[src/pla_consts.svh]
// Constants for the parameter lock and analog source select block.
`ifndef PLA_CONSTS_SVH
`define PLA_CONSTS_SVH

`define PLA_ADDR_W       4
`define PLA_DATA_W       16
`define PLA_PARAM_AW     8
`define PLA_SLOTS        6
`define PLA_CODE_W       5
`define PLA_ADC_W        10
`define PLA_FREQ_W       11

`define PLA_FN_LOCK      5'h0f
`define PLA_FN_ASEL      5'h10
`define PLA_FN_NONE      5'h1f
`define PLA_FSRC_ANALOG  2'h1

`define PLA_OFS_SLOT0    4'h0
`define PLA_OFS_SLOT5    4'h5
`define PLA_OFS_CTRL     4'h6
`define PLA_OFS_STATUS   4'h7
`define PLA_OFS_FREQ     4'h8

`define PLA_CTRL_SCOPE   0
`define PLA_CTRL_OPLOCK  1
`define PLA_CTRL_FSRC_LO 2
`define PLA_CTRL_FSRC_HI 3
`define PLA_CTRL_RST     4'h4
`define PLA_FREQ_RST     11'h000

`endif

[src/pla_pkg.sv]
// Types shared by the parameter lock and analog source select block.
package pla_pkg;
`include "pla_consts.svh"

  typedef struct packed {
    logic                      valid;
    logic                      remote;
    logic                      is_freq;
    logic [`PLA_PARAM_AW-1:0]  addr;
    logic [`PLA_DATA_W-1:0]    data;
  } pla_edit_req_s;

  typedef struct packed {
    logic                      commit;
    logic                      refused;
    logic                      remote;
    logic                      is_freq;
    logic [`PLA_PARAM_AW-1:0]  addr;
    logic [`PLA_DATA_W-1:0]    data;
  } pla_edit_rsp_s;

  typedef enum logic [1:0] {
    PLA_ST_IDLE = 2'b01,
    PLA_ST_RESP = 2'b10
  } pla_state_e;

endpackage

[src/pla_sync.sv]
// Two flip-flop synchroniser for a group of terminal levels.
module pla_sync
  import pla_pkg::*;
#(
  parameter int WIDTH = 1
) (
  input  wire logic             core_clk_in,
  input  wire logic             reset_in,
  input  wire logic [WIDTH-1:0] async_in,
  output logic      [WIDTH-1:0] sync_out
);

  logic [WIDTH-1:0] meta_ff;
  logic [WIDTH-1:0] sync_ff;
  logic [WIDTH-1:0] nxt_meta;
  logic [WIDTH-1:0] nxt_sync;

  always_comb begin
    nxt_meta = async_in;
    nxt_sync = meta_ff;
  end

  always_ff @(posedge core_clk_in) begin
    if (reset_in) begin
      meta_ff <= '0;
      sync_ff <= '0;
    end else begin
      meta_ff <= nxt_meta;
      sync_ff <= nxt_sync;
    end
  end

  assign sync_out = sync_ff;

endmodule // pla_sync

[src/pla_slot_match.sv]
// Finds whether a terminal function is assigned to a slot and is active.
module pla_slot_match
  import pla_pkg::*;
#(
  parameter logic [`PLA_CODE_W-1:0] FN_CODE = `PLA_FN_NONE
) (
  input  wire logic [`PLA_SLOTS-1:0][`PLA_CODE_W-1:0] slot_codes_in,
  input  wire logic [`PLA_SLOTS-1:0]                  levels_in,
  output logic                                        assigned_out,
  output logic                                        active_out
);

  always_comb begin
    assigned_out = 1'b0;
    active_out   = 1'b0;
    for (int i = 0; i < `PLA_SLOTS; i++) begin
      if (slot_codes_in[i] == FN_CODE) begin
        assigned_out = 1'b1;
        active_out   = active_out | levels_in[i];
      end
    end
  end

endmodule // pla_slot_match

[src/pla_top.sv]
// Parameter edit lock and analog frequency source selection.
//
// Overview of operation
// Lock input active refuses keypad and remote edits.
// Lock inactive: edits accepted and committed.
// Frequency stays editable under lock by default.
// Scope setting chooses frequency exempt or frozen.
// Operator setting applies lock without any terminal.
// Lock function assignable to any of six slots.
// Select active: reference from current input.
// Select inactive: reference from voltage input.
// Selection matters only with analog source setting.
// Select unassigned: reference is voltage plus current.
// Both inputs level sensitive, release restores behaviour.
//
// Strobed register access and the address map were left to the implementer.
module pla_top
  import pla_pkg::*;
(
  input  wire logic                     core_clk_in,
  input  wire logic                     reset_in,
  input  wire logic [`PLA_ADDR_W-1:0]   reg_addr_in,
  input  wire logic [`PLA_DATA_W-1:0]   reg_wdata_in,
  input  wire logic                     reg_write_in,
  input  wire logic                     reg_read_in,
  output logic      [`PLA_DATA_W-1:0]   reg_rdata_out,
  input  wire logic [`PLA_SLOTS-1:0]    input_pins_in,
  input  wire logic [`PLA_ADC_W-1:0]    voltage_adc_in,
  input  wire logic [`PLA_ADC_W-1:0]    current_adc_in,
  input  wire pla_edit_req_s            edit_req_in,
  output logic                          edit_ready_out,
  output pla_edit_rsp_s                 edit_rsp_out,
  output logic      [`PLA_FREQ_W-1:0]   freq_ref_out,
  output logic                          param_edit_lock_out
);

  // Terminal levels and decoded functions.
  logic [`PLA_SLOTS-1:0]                  pins_sync;
  logic                                   lock_assigned;
  logic                                   lock_active;
  logic                                   asel_assigned;
  logic                                   asel_active;

  // Software visible settings.
  logic [`PLA_SLOTS-1:0][`PLA_CODE_W-1:0] slot_code_ff;
  logic [`PLA_SLOTS-1:0][`PLA_CODE_W-1:0] nxt_slot_code;
  logic                                   lock_scope_setting_ff;
  logic                                   nxt_lock_scope_setting;
  logic                                   oper_lock_ff;
  logic                                   nxt_oper_lock;
  logic [1:0]                             frequency_source_setting_ff;
  logic [1:0]                             nxt_frequency_source_setting;
  logic [`PLA_FREQ_W-1:0]                 freq_set_ff;
  logic [`PLA_FREQ_W-1:0]                 nxt_freq_set;
  logic [`PLA_DATA_W-1:0]                 rdata_ff;
  logic [`PLA_DATA_W-1:0]                 nxt_rdata;
  logic                                   wr_slot;
  logic                                   wr_ctrl;
  logic                                   wr_freq;
  logic [`PLA_DATA_W-1:0]                 ctrl_word;
  logic [`PLA_DATA_W-1:0]                 status_word;

  // Edit handling.
  pla_state_e                             state_ff;
  pla_state_e                             nxt_state;
  pla_edit_req_s                          req_ff;
  pla_edit_req_s                          nxt_req;
  pla_edit_rsp_s                          rsp_ff;
  pla_edit_rsp_s                          nxt_rsp;
  logic                                   ready_ff;
  logic                                   nxt_ready;
  logic                                   terminal_lock;
  logic                                   locked;
  logic                                   refuse;
  logic                                   freq_edit_wr;

  // Frequency reference.
  logic [`PLA_FREQ_W-1:0]                 freq_ref_ff;
  logic [`PLA_FREQ_W-1:0]                 nxt_freq_ref;
  logic [`PLA_FREQ_W-1:0]                 analog_sum;
  logic [`PLA_FREQ_W-1:0]                 analog_pick;
  logic                                   lock_out_ff;
  logic                                   nxt_lock_out;

  // Terminal pins come from switches outside the clock domain.
  pla_sync #(
    .WIDTH (`PLA_SLOTS)
  ) u_pin_sync (
    .core_clk_in (core_clk_in),
    .reset_in    (reset_in),
    .async_in    (input_pins_in),
    .sync_out    (pins_sync)
  );

  pla_slot_match #(
    .FN_CODE (`PLA_FN_LOCK)
  ) u_lock_match (
    .slot_codes_in (slot_code_ff),
    .levels_in     (pins_sync),
    .assigned_out  (lock_assigned),
    .active_out    (lock_active)
  );

  pla_slot_match #(
    .FN_CODE (`PLA_FN_ASEL)
  ) u_asel_match (
    .slot_codes_in (slot_code_ff),
    .levels_in     (pins_sync),
    .assigned_out  (asel_assigned),
    .active_out    (asel_active)
  );

  // The lock follows the terminal level each cycle, so no unlock command
  // exists; releasing the terminal or writing another code into its slot are the only ways back.
  always_comb begin
    terminal_lock = lock_assigned & lock_active;
    locked        = terminal_lock | oper_lock_ff;
  end

  // A request is judged against the lock level at the moment it is
  // answered, not when it was taken.
  always_comb begin
    if (req_ff.is_freq) begin
      refuse = locked & lock_scope_setting_ff;
    end else begin
      refuse = locked;
    end
  end

  always_comb begin
    nxt_state    = state_ff;
    nxt_req      = req_ff;
    nxt_rsp      = '0;
    nxt_ready    = ready_ff;
    freq_edit_wr = 1'b0;
    case (state_ff)
      PLA_ST_IDLE: begin
        nxt_ready = 1'b1;
        if (edit_req_in.valid) begin
          nxt_req   = edit_req_in;
          nxt_state = PLA_ST_RESP;
          nxt_ready = 1'b0;
        end
      end
      PLA_ST_RESP: begin
        nxt_rsp.remote  = req_ff.remote;
        nxt_rsp.is_freq = req_ff.is_freq;
        nxt_rsp.addr    = req_ff.addr;
        nxt_rsp.data    = req_ff.data;
        nxt_rsp.refused = refuse;
        nxt_rsp.commit  = ~refuse;
        freq_edit_wr    = ~refuse & req_ff.is_freq;
        nxt_state       = PLA_ST_IDLE;
        nxt_ready       = 1'b1;
      end
      default: begin
        nxt_state = PLA_ST_IDLE;
        nxt_ready = 1'b0;
      end
    endcase
  end

  always_ff @(posedge core_clk_in) begin
    if (reset_in) begin
      state_ff <= PLA_ST_IDLE;
      req_ff   <= '0;
      rsp_ff   <= '0;
      ready_ff <= 1'b0;
    end else begin
      state_ff <= nxt_state;
      req_ff   <= nxt_req;
      rsp_ff   <= nxt_rsp;
      ready_ff <= nxt_ready;
    end
  end

  // Write decode. Bus writes are never locked: the lock guards only the
  // keypad and remote edit path.
  always_comb begin
    wr_slot = 1'b0;
    wr_ctrl = 1'b0;
    wr_freq = 1'b0;
    if (reg_write_in) begin
      case (reg_addr_in)
        `PLA_OFS_CTRL: begin
          wr_ctrl = 1'b1;
        end
        `PLA_OFS_FREQ: begin
          wr_freq = 1'b1;
        end
        default: begin
          wr_slot = (reg_addr_in <= `PLA_OFS_SLOT5);
        end
      endcase
    end
  end

  always_comb begin
    nxt_slot_code = slot_code_ff;
    if (wr_slot) begin
      nxt_slot_code[reg_addr_in] = reg_wdata_in[`PLA_CODE_W-1:0];
    end
  end

  always_ff @(posedge core_clk_in) begin
    if (reset_in) begin
      for (int i = 0; i < `PLA_SLOTS; i++) begin
        slot_code_ff[i] <= `PLA_FN_NONE;
      end
    end else begin
      slot_code_ff <= nxt_slot_code;
    end
  end

  always_comb begin
    nxt_lock_scope_setting       = lock_scope_setting_ff;
    nxt_oper_lock                = oper_lock_ff;
    nxt_frequency_source_setting = frequency_source_setting_ff;
    if (wr_ctrl) begin
      nxt_lock_scope_setting = reg_wdata_in[`PLA_CTRL_SCOPE];
      nxt_oper_lock          = reg_wdata_in[`PLA_CTRL_OPLOCK];
      nxt_frequency_source_setting =
        reg_wdata_in[`PLA_CTRL_FSRC_HI:`PLA_CTRL_FSRC_LO];
    end
  end

  always_ff @(posedge core_clk_in) begin
    if (reset_in) begin
      lock_scope_setting_ff       <= 1'(`PLA_CTRL_RST >> `PLA_CTRL_SCOPE);
      oper_lock_ff                <= 1'(`PLA_CTRL_RST >> `PLA_CTRL_OPLOCK);
      frequency_source_setting_ff <= 2'(`PLA_CTRL_RST >> `PLA_CTRL_FSRC_LO);
    end else begin
      lock_scope_setting_ff       <= nxt_lock_scope_setting;
      oper_lock_ff                <= nxt_oper_lock;
      frequency_source_setting_ff <= nxt_frequency_source_setting;
    end
  end

  // A bus write to the frequency word wins over an edit committed in the
  // same cycle; software is the more recent intent.
  always_comb begin
    nxt_freq_set = freq_set_ff;
    if (freq_edit_wr) begin
      nxt_freq_set = req_ff.data[`PLA_FREQ_W-1:0];
    end
    if (wr_freq) begin
      nxt_freq_set = reg_wdata_in[`PLA_FREQ_W-1:0];
    end
  end

  always_ff @(posedge core_clk_in) begin
    if (reset_in) begin
      freq_set_ff <= `PLA_FREQ_RST;
    end else begin
      freq_set_ff <= nxt_freq_set;
    end
  end

  // Read data is zero outside its one cycle, so a shared bus can OR the
  // answers of several slaves without a multiplexer.
  always_comb begin
    ctrl_word   = '0;
    status_word = '0;
    ctrl_word[`PLA_CTRL_SCOPE]  = lock_scope_setting_ff;
    ctrl_word[`PLA_CTRL_OPLOCK] = oper_lock_ff;
    ctrl_word[`PLA_CTRL_FSRC_HI:`PLA_CTRL_FSRC_LO] =
      frequency_source_setting_ff;
    status_word[3:0] = {lock_assigned, asel_assigned, asel_active, locked};
    nxt_rdata = '0;
    if (reg_read_in) begin
      case (reg_addr_in)
        `PLA_OFS_CTRL: begin
          nxt_rdata = ctrl_word;
        end
        `PLA_OFS_STATUS: begin
          nxt_rdata = status_word;
        end
        `PLA_OFS_FREQ: begin
          nxt_rdata[`PLA_FREQ_W-1:0] = freq_set_ff;
        end
        default: begin
          if (reg_addr_in <= `PLA_OFS_SLOT5) begin
            nxt_rdata[`PLA_CODE_W-1:0] = slot_code_ff[reg_addr_in];
          end
        end
      endcase
    end
  end

  always_ff @(posedge core_clk_in) begin
    if (reset_in) begin
      rdata_ff <= '0;
    end else begin
      rdata_ff <= nxt_rdata;
    end
  end

  // The sum cannot overflow: one extra bit holds two full-scale inputs.
  always_comb begin
    analog_sum = {1'b0, voltage_adc_in} + {1'b0, current_adc_in};
    if (!asel_assigned) begin
      analog_pick = analog_sum;
    end else if (asel_active) begin
      analog_pick = {1'b0, current_adc_in};
    end else begin
      analog_pick = {1'b0, voltage_adc_in};
    end
    if (frequency_source_setting_ff == `PLA_FSRC_ANALOG) begin
      nxt_freq_ref = analog_pick;
    end else begin
      nxt_freq_ref = freq_set_ff;
    end
  end

  always_ff @(posedge core_clk_in) begin
    if (reset_in) begin
      freq_ref_ff <= '0;
    end else begin
      freq_ref_ff <= nxt_freq_ref;
    end
  end

  // Registered beside the edit answer, so the pin shows the very level
  // that each answer was judged by.
  always_comb begin
    nxt_lock_out = locked;
  end

  always_ff @(posedge core_clk_in) begin
    if (reset_in) begin
      lock_out_ff <= 1'b0;
    end else begin
      lock_out_ff <= nxt_lock_out;
    end
  end

  assign reg_rdata_out       = rdata_ff;
  assign edit_ready_out      = ready_ff;
  assign edit_rsp_out        = rsp_ff;
  assign freq_ref_out        = freq_ref_ff;
  assign param_edit_lock_out = lock_out_ff;

endmodule // pla_top

[config.mk]
export PLATFORM = sky130hd
export DESIGN_NAME = pla_top
export DESIGN_NICKNAME = d
export VERILOG_FILES = /design/src/pla_pkg.sv /design/src/pla_sync.sv /design/src/pla_slot_match.sv /design/src/pla_top.sv
export VERILOG_INCLUDE_DIRS = /design/src
export SDC_FILE = /design/constraint.sdc
export NUM_CORES = 1
export LEC_CHECK = 0
export ABC_CLOCK_PERIOD_IN_PS = 1600
export BUFFER_PORTS_ARGS = -buffer_cell sky130_fd_sc_hd__buf_4
export CAP_MARGIN = 10
export CORE_MARGIN = 2
export CORE_UTILIZATION = 49
export DETAILED_ROUTE_END_ITERATION = 10
export HOLD_SLACK_MARGIN = 0.03
export PLACE_DENSITY = 0.76
export SLEW_MARGIN = 10
export SYNTH_ARGS = -nofsm -noshare
export SYNTH_HDL_FRONTEND = slang
export SYNTH_SLANG_ARGS = --single-unit
export TNS_END_PERCENT = 5
[constraint.sdc]
create_clock -name core_clk_in -period 1.6 [get_ports core_clk_in]
set_input_delay 0.08 -clock core_clk_in [delete_from_list [all_inputs] [get_ports core_clk_in]]
set_output_delay 0.08 -clock core_clk_in [all_outputs]
set_load 0.02 [all_outputs]
==> results by group <==
Synth
  • Syn_area_per_cell: 8.657 um2
  • Commonest register cell after synthesis: dfxtp_1
  • Compound-Gate Fraction of Synth Area: 17.45%
  • Post-Synth XOR/XNOR Area: 1.005%
  • Post-synthesis cell area: 6103 um2
  • Mapped Cells: 705
  • Syn. warnings: 0
  • Mux share of post-synthesis cell area: 4.633%
  • Post-synthesis register bit count: 137
  • Top post-synthesis cells by area: dfxtp_1 45%, nand2_1 7.4%, a21oi_1 4.2%, and2_1 3.6%, a211o_1 3.2%
  • Distinct cells, synth: 53
  • Leading area contributor after synthesis: dfxtp_1
  • Top-area cell type share of the netlist area: 44.94%
  • Largest family of logic cells by synthesized area: simple AND/OR/NAND/NOR gates
  • Seq/Total Area, Yosys: 44.94%
  • Post-synthesis adder-cell area fraction: 2.788%
  • Post-synth EDFFs: 0
  • Simple-gate area share of the yosys netlist: 24.68%
  • Ys async rst share: 0%

Final layout
  • # fillers: 908
  • Layout cell share with drive strength beyond 1: 26.91%
  • Ant diodes: 0
  • Register area: 2754 um2
  • P&R area growth vs syn: 42.93%
  • Final design utilization: 72.32%
  • Nets: 1020
  • Multi-input logic area: 3166 um2

Pwr
  • Switching power: 2039 uW
  • Net Sw Frac: 24.51%
  • Peak supply drop: 0.0007440 V
  • Clk pwr share: 43.0%
  • Comb power frac: 13.2%
  • LEAKAGE: 0.003711 uW
  • PwrDens: 953.4 nW/um2
  • Internal Power: 6278 uW
  • Sequential share of power: 43.7%

Status
  • Failing checks: negative setup slack
  • Outcome: finished, violations left

Clock tree
  • CTS sink cnt: 137
  • Clk_lat worst skew: 0.42 ns
  • Clock Tree Root: clkbuf_16
  • CTS max path bufs: 2
  • Total CTS buffers: 17
  • CTS clock-pin slew for the worst setup and hold paths: 0.05 ns
  • CTS H-tree lvls: 4
  • CTS tree: done

Flow run
  • Max-cap violation count: 0

Setup path
  • R2r setup slk: -0.22 ns
  • Crit path cell chain: nand4_1, nor2_1, a221o_1, or4b_4, nand3_1, a31oi_1
  • Kind of start point of the critical path: flip-flop
  • Required @ worst endpoint: 1.89 ns
  • Top delay family on crit path: simple AND/OR/NAND/NOR gates
  • Crit-path max cell delay: 0.61 ns
  • Slowest-stage cell, CP: or4b_4
  • Reg2Reg Depth: 6
  • Max FO, Critical Path: 12
  • Worst Path Arrival: 2.11 ns
  • Worst reg2reg path startpoint: slot_code_ff[20]$_SDFFE_PP1P_
  • R2r endpoint: freq_set_ff[6]$_SDFFE_PP0P_
  • Critical path buffers and inverters: 0
  • Class of the most critical setup path: flip-flop to flip-flop
  • Crit end category: flip-flop

Floorplan
  • Die Height: 115.6 um
  • DIE WIDTH: 115.6 um
  • Core Rows: 40
  • Core ar.: 12060 um2
  • Die Area: 13360 um2
  • IO Pins: 134
  • Starting Density: 50.60%

Global route
  • Routing usage on met2: 48.89%
  • GR Util met1: 32.01%
  • Global-route wire length before repair: 28.28 mm
  • Top Usage Layer GRT: met2
  • Initial antenna violation count: 0
  • Largest net degree at the start of global routing: 37
  • Grt ovf: 0
  • Total track usage: 27.35%
  • Met3 Usage GRT: 5.178%
  • Number of global-route vias before repair: 5929

Detailed routing
  • Total number of vias: 6089
  • Detailed Route Iter0 Violations: 481
  • WL per Instance: 16.49 um
  • Vias per cell: 5.495
  • DRT Wirelength: 18.27 mm
  • TritonRoute pass-1 iters: 7
  • Residual DRC: 0
  • Detail Route Antenna Nets: 0

Placed design
  • GP Congestion: 0.9041
  • Final HPWL DP: 12.50 mm
  • Port Buffers: 123
  • Pre-CTS setup slack: -0.2685 ns

STA
  • Fin. max-slew vios: 0
  • Minimum clock period: 1.823 ns
  • Slew headroom: 45.64%
  • RSZ-0062 raised after global routing: yes
  • FMAX: 548.5 MHz
  • Final hold vios: 0
  • Setup_tns: -4.424 ns
  • Worst-margin pin slew: 0.8123 ns
  • Setup ws final: -0.2231 ns
  • Tcrit/Tclk final: 113.9%
  • Worst Clk Skew: 0.006981 ns
  • Endpoints failing setup: 26

Worst hold path
  • Worst Hold Class: primary input to flip-flop
  • Hold endpoint: freq_ref_out[5]$_SDFF_PP0_
  • Hold path startpoint: current_adc_in[5]
  • Hold Path Stages: 4
-- stage by stage --
| step | instances | instance area [um2] | power, uW | hold WS [ns] |
|---|---|---|---|---|
| global route | 1108 | 8723 | 8604 | 0.04894 |
| global placement | 1026 | 7611 | 4646 | 0.2917 |
| finish | 1108 | 8723 | 8317 | 0.06385 |
| floorplan | 709 | 6142 | 4261 | 0.1804 |
| detailed placement | 1026 | 7611 | 4677 | 0.2998 |
| CTS | 1107 | 8701 | 8336 | 0.03487 |
-- power groups by stage --
| stage | logic, uW | clock network [uW] | registers (uW) |
|---|---|---|---|
| after floorplan | 521 | 0 | 3740 |
| after global placement | 946 | 0 | 3700 |
| after detailed placement | 972 | 0 | 3700 |
| after CTS | 1080 | 3620 | 3630 |
| after global routing | 1200 | 3760 | 3650 |
| final | 1100 | 3580 | 3640 |
-- cells in the final DEF, fill, tap and decap left out, types with 6 or more instances in the layout --
cell type	n
a211o_1	22
a21oi_1	50
a221o_1	12
a22oi_1	6
a31oi_1	13
and2_1	34
buf_4	193
clkbuf_16	17
dfxtp_1	128
dfxtp_2	9
dlygate4sd3_1	50
ha_1	12
inv_1	15
mux2i_1	17
nand2_1	119
nand3_1	29
nand4_1	10
nor2_1	38
nor2b_1	30
nor3_1	6
o211ai_1	6
o21ai_0	29
-- worst reg2reg max path, delay by kind of cell, from the launching register on --
kind / cells / cell delay [ns]
compound gates: 2 / 0.43
flops: 1 / 0.33
simple gates: 4 / 0.94
-- metal layers --
metal	vias up	routed length, um	part of all wire, %
met5	-	0	0
met4	0	418	2.3
met3	42	1028	5.6
met2	232	9351	51
met1	2886	7470	41
li1	2929	-	-
-- cells by family (layout without fill, tap and decap cells) --
| logic type | after synthesis | count (layout) |
|---|---|---|
| xor+xnor | 7 | 7 |
| other cells | 1 | 5 |
| fa+ha+maj | 13 | 13 |
| compound gates | 162 | 162 |
| buf+inv | 59 | 290 |
| simple gates | 304 | 304 |
| flops | 137 | 137 |
| mux | 22 | 22 |
-- synth_stat cells, types with 13 or more instances --
library cell  number
a211o_1           22
a21oi_1           51
a31oi_1           13
and2_1            35
clkbuf_1          27
dfxtp_1          137
inv_1             15
mux2i_1           17
nand2_1          121
nand3_1           30
nor2_1            38
nor2b_1           30
o21ai_0           30
-- final cells by class --
class / instances / area share (%)
well taps: 168 / 2.410
inverters: 15 / 0.6454
flip-flops and latches: 137 / 31.57
multi-input cells: 513 / 36.29
clock inverters: 7 / 0.8319
clock buffers: 22 / 5.321
repair buffers: 246 / 22.93
-- flip-flops by register name, summed over array words and instances (netlist names) --
signal and cells:
req_ff 26, oper_lock_ff 1, u_pin_sync.sync_out 6, edit_ready_out 1
frequency_source_setting_ff 2, slot_code_ff 30, lock_scope_setting_ff 1, freq_ref_out 11
state_ff 2, freq_set_ff 11, edit_rsp_out 28, u_pin_sync.meta_ff 6
param_edit_lock_out 1, reg_rdata_out 11
-- how the worst max path moves through the flow --
stage	start	end	slack [ns]	cells past startpoint
floorplan	slot_code_ff[20]$_SDFFE_PP1P_	freq_set_ff[10]$_SDFFE_PP0P_	-0.08	7
global placement	voltage_adc_in[0]	freq_ref_out[10]$_SDFF_PP0_	-0.22	10
detailed placement	voltage_adc_in[0]	freq_ref_out[10]$_SDFF_PP0_	-0.27	10
CTS	slot_code_ff[20]$_SDFFE_PP1P_	freq_set_ff[6]$_SDFFE_PP0P_	-0.20	6
global route	slot_code_ff[21]$_SDFFE_PP1P_	freq_set_ff[5]$_SDFFE_PP0P_	-0.29	8
finish	slot_code_ff[20]$_SDFFE_PP1P_	freq_set_ff[6]$_SDFFE_PP0P_	-0.22	6
-- what timing repair did --
item | 4_1_cts | 5_1_grt
gates cloned | 1 | 0
endpoints found under the setup margin | 52 | 29
hold buffers | 50 | 0
gates resized for setup | 15 | 6
setup buffers | 1 | 1
pin swaps | 1 | 3
hold endpoints to repair | 68 | 0
No activity file was read; power rests on OpenSTA's default activity.
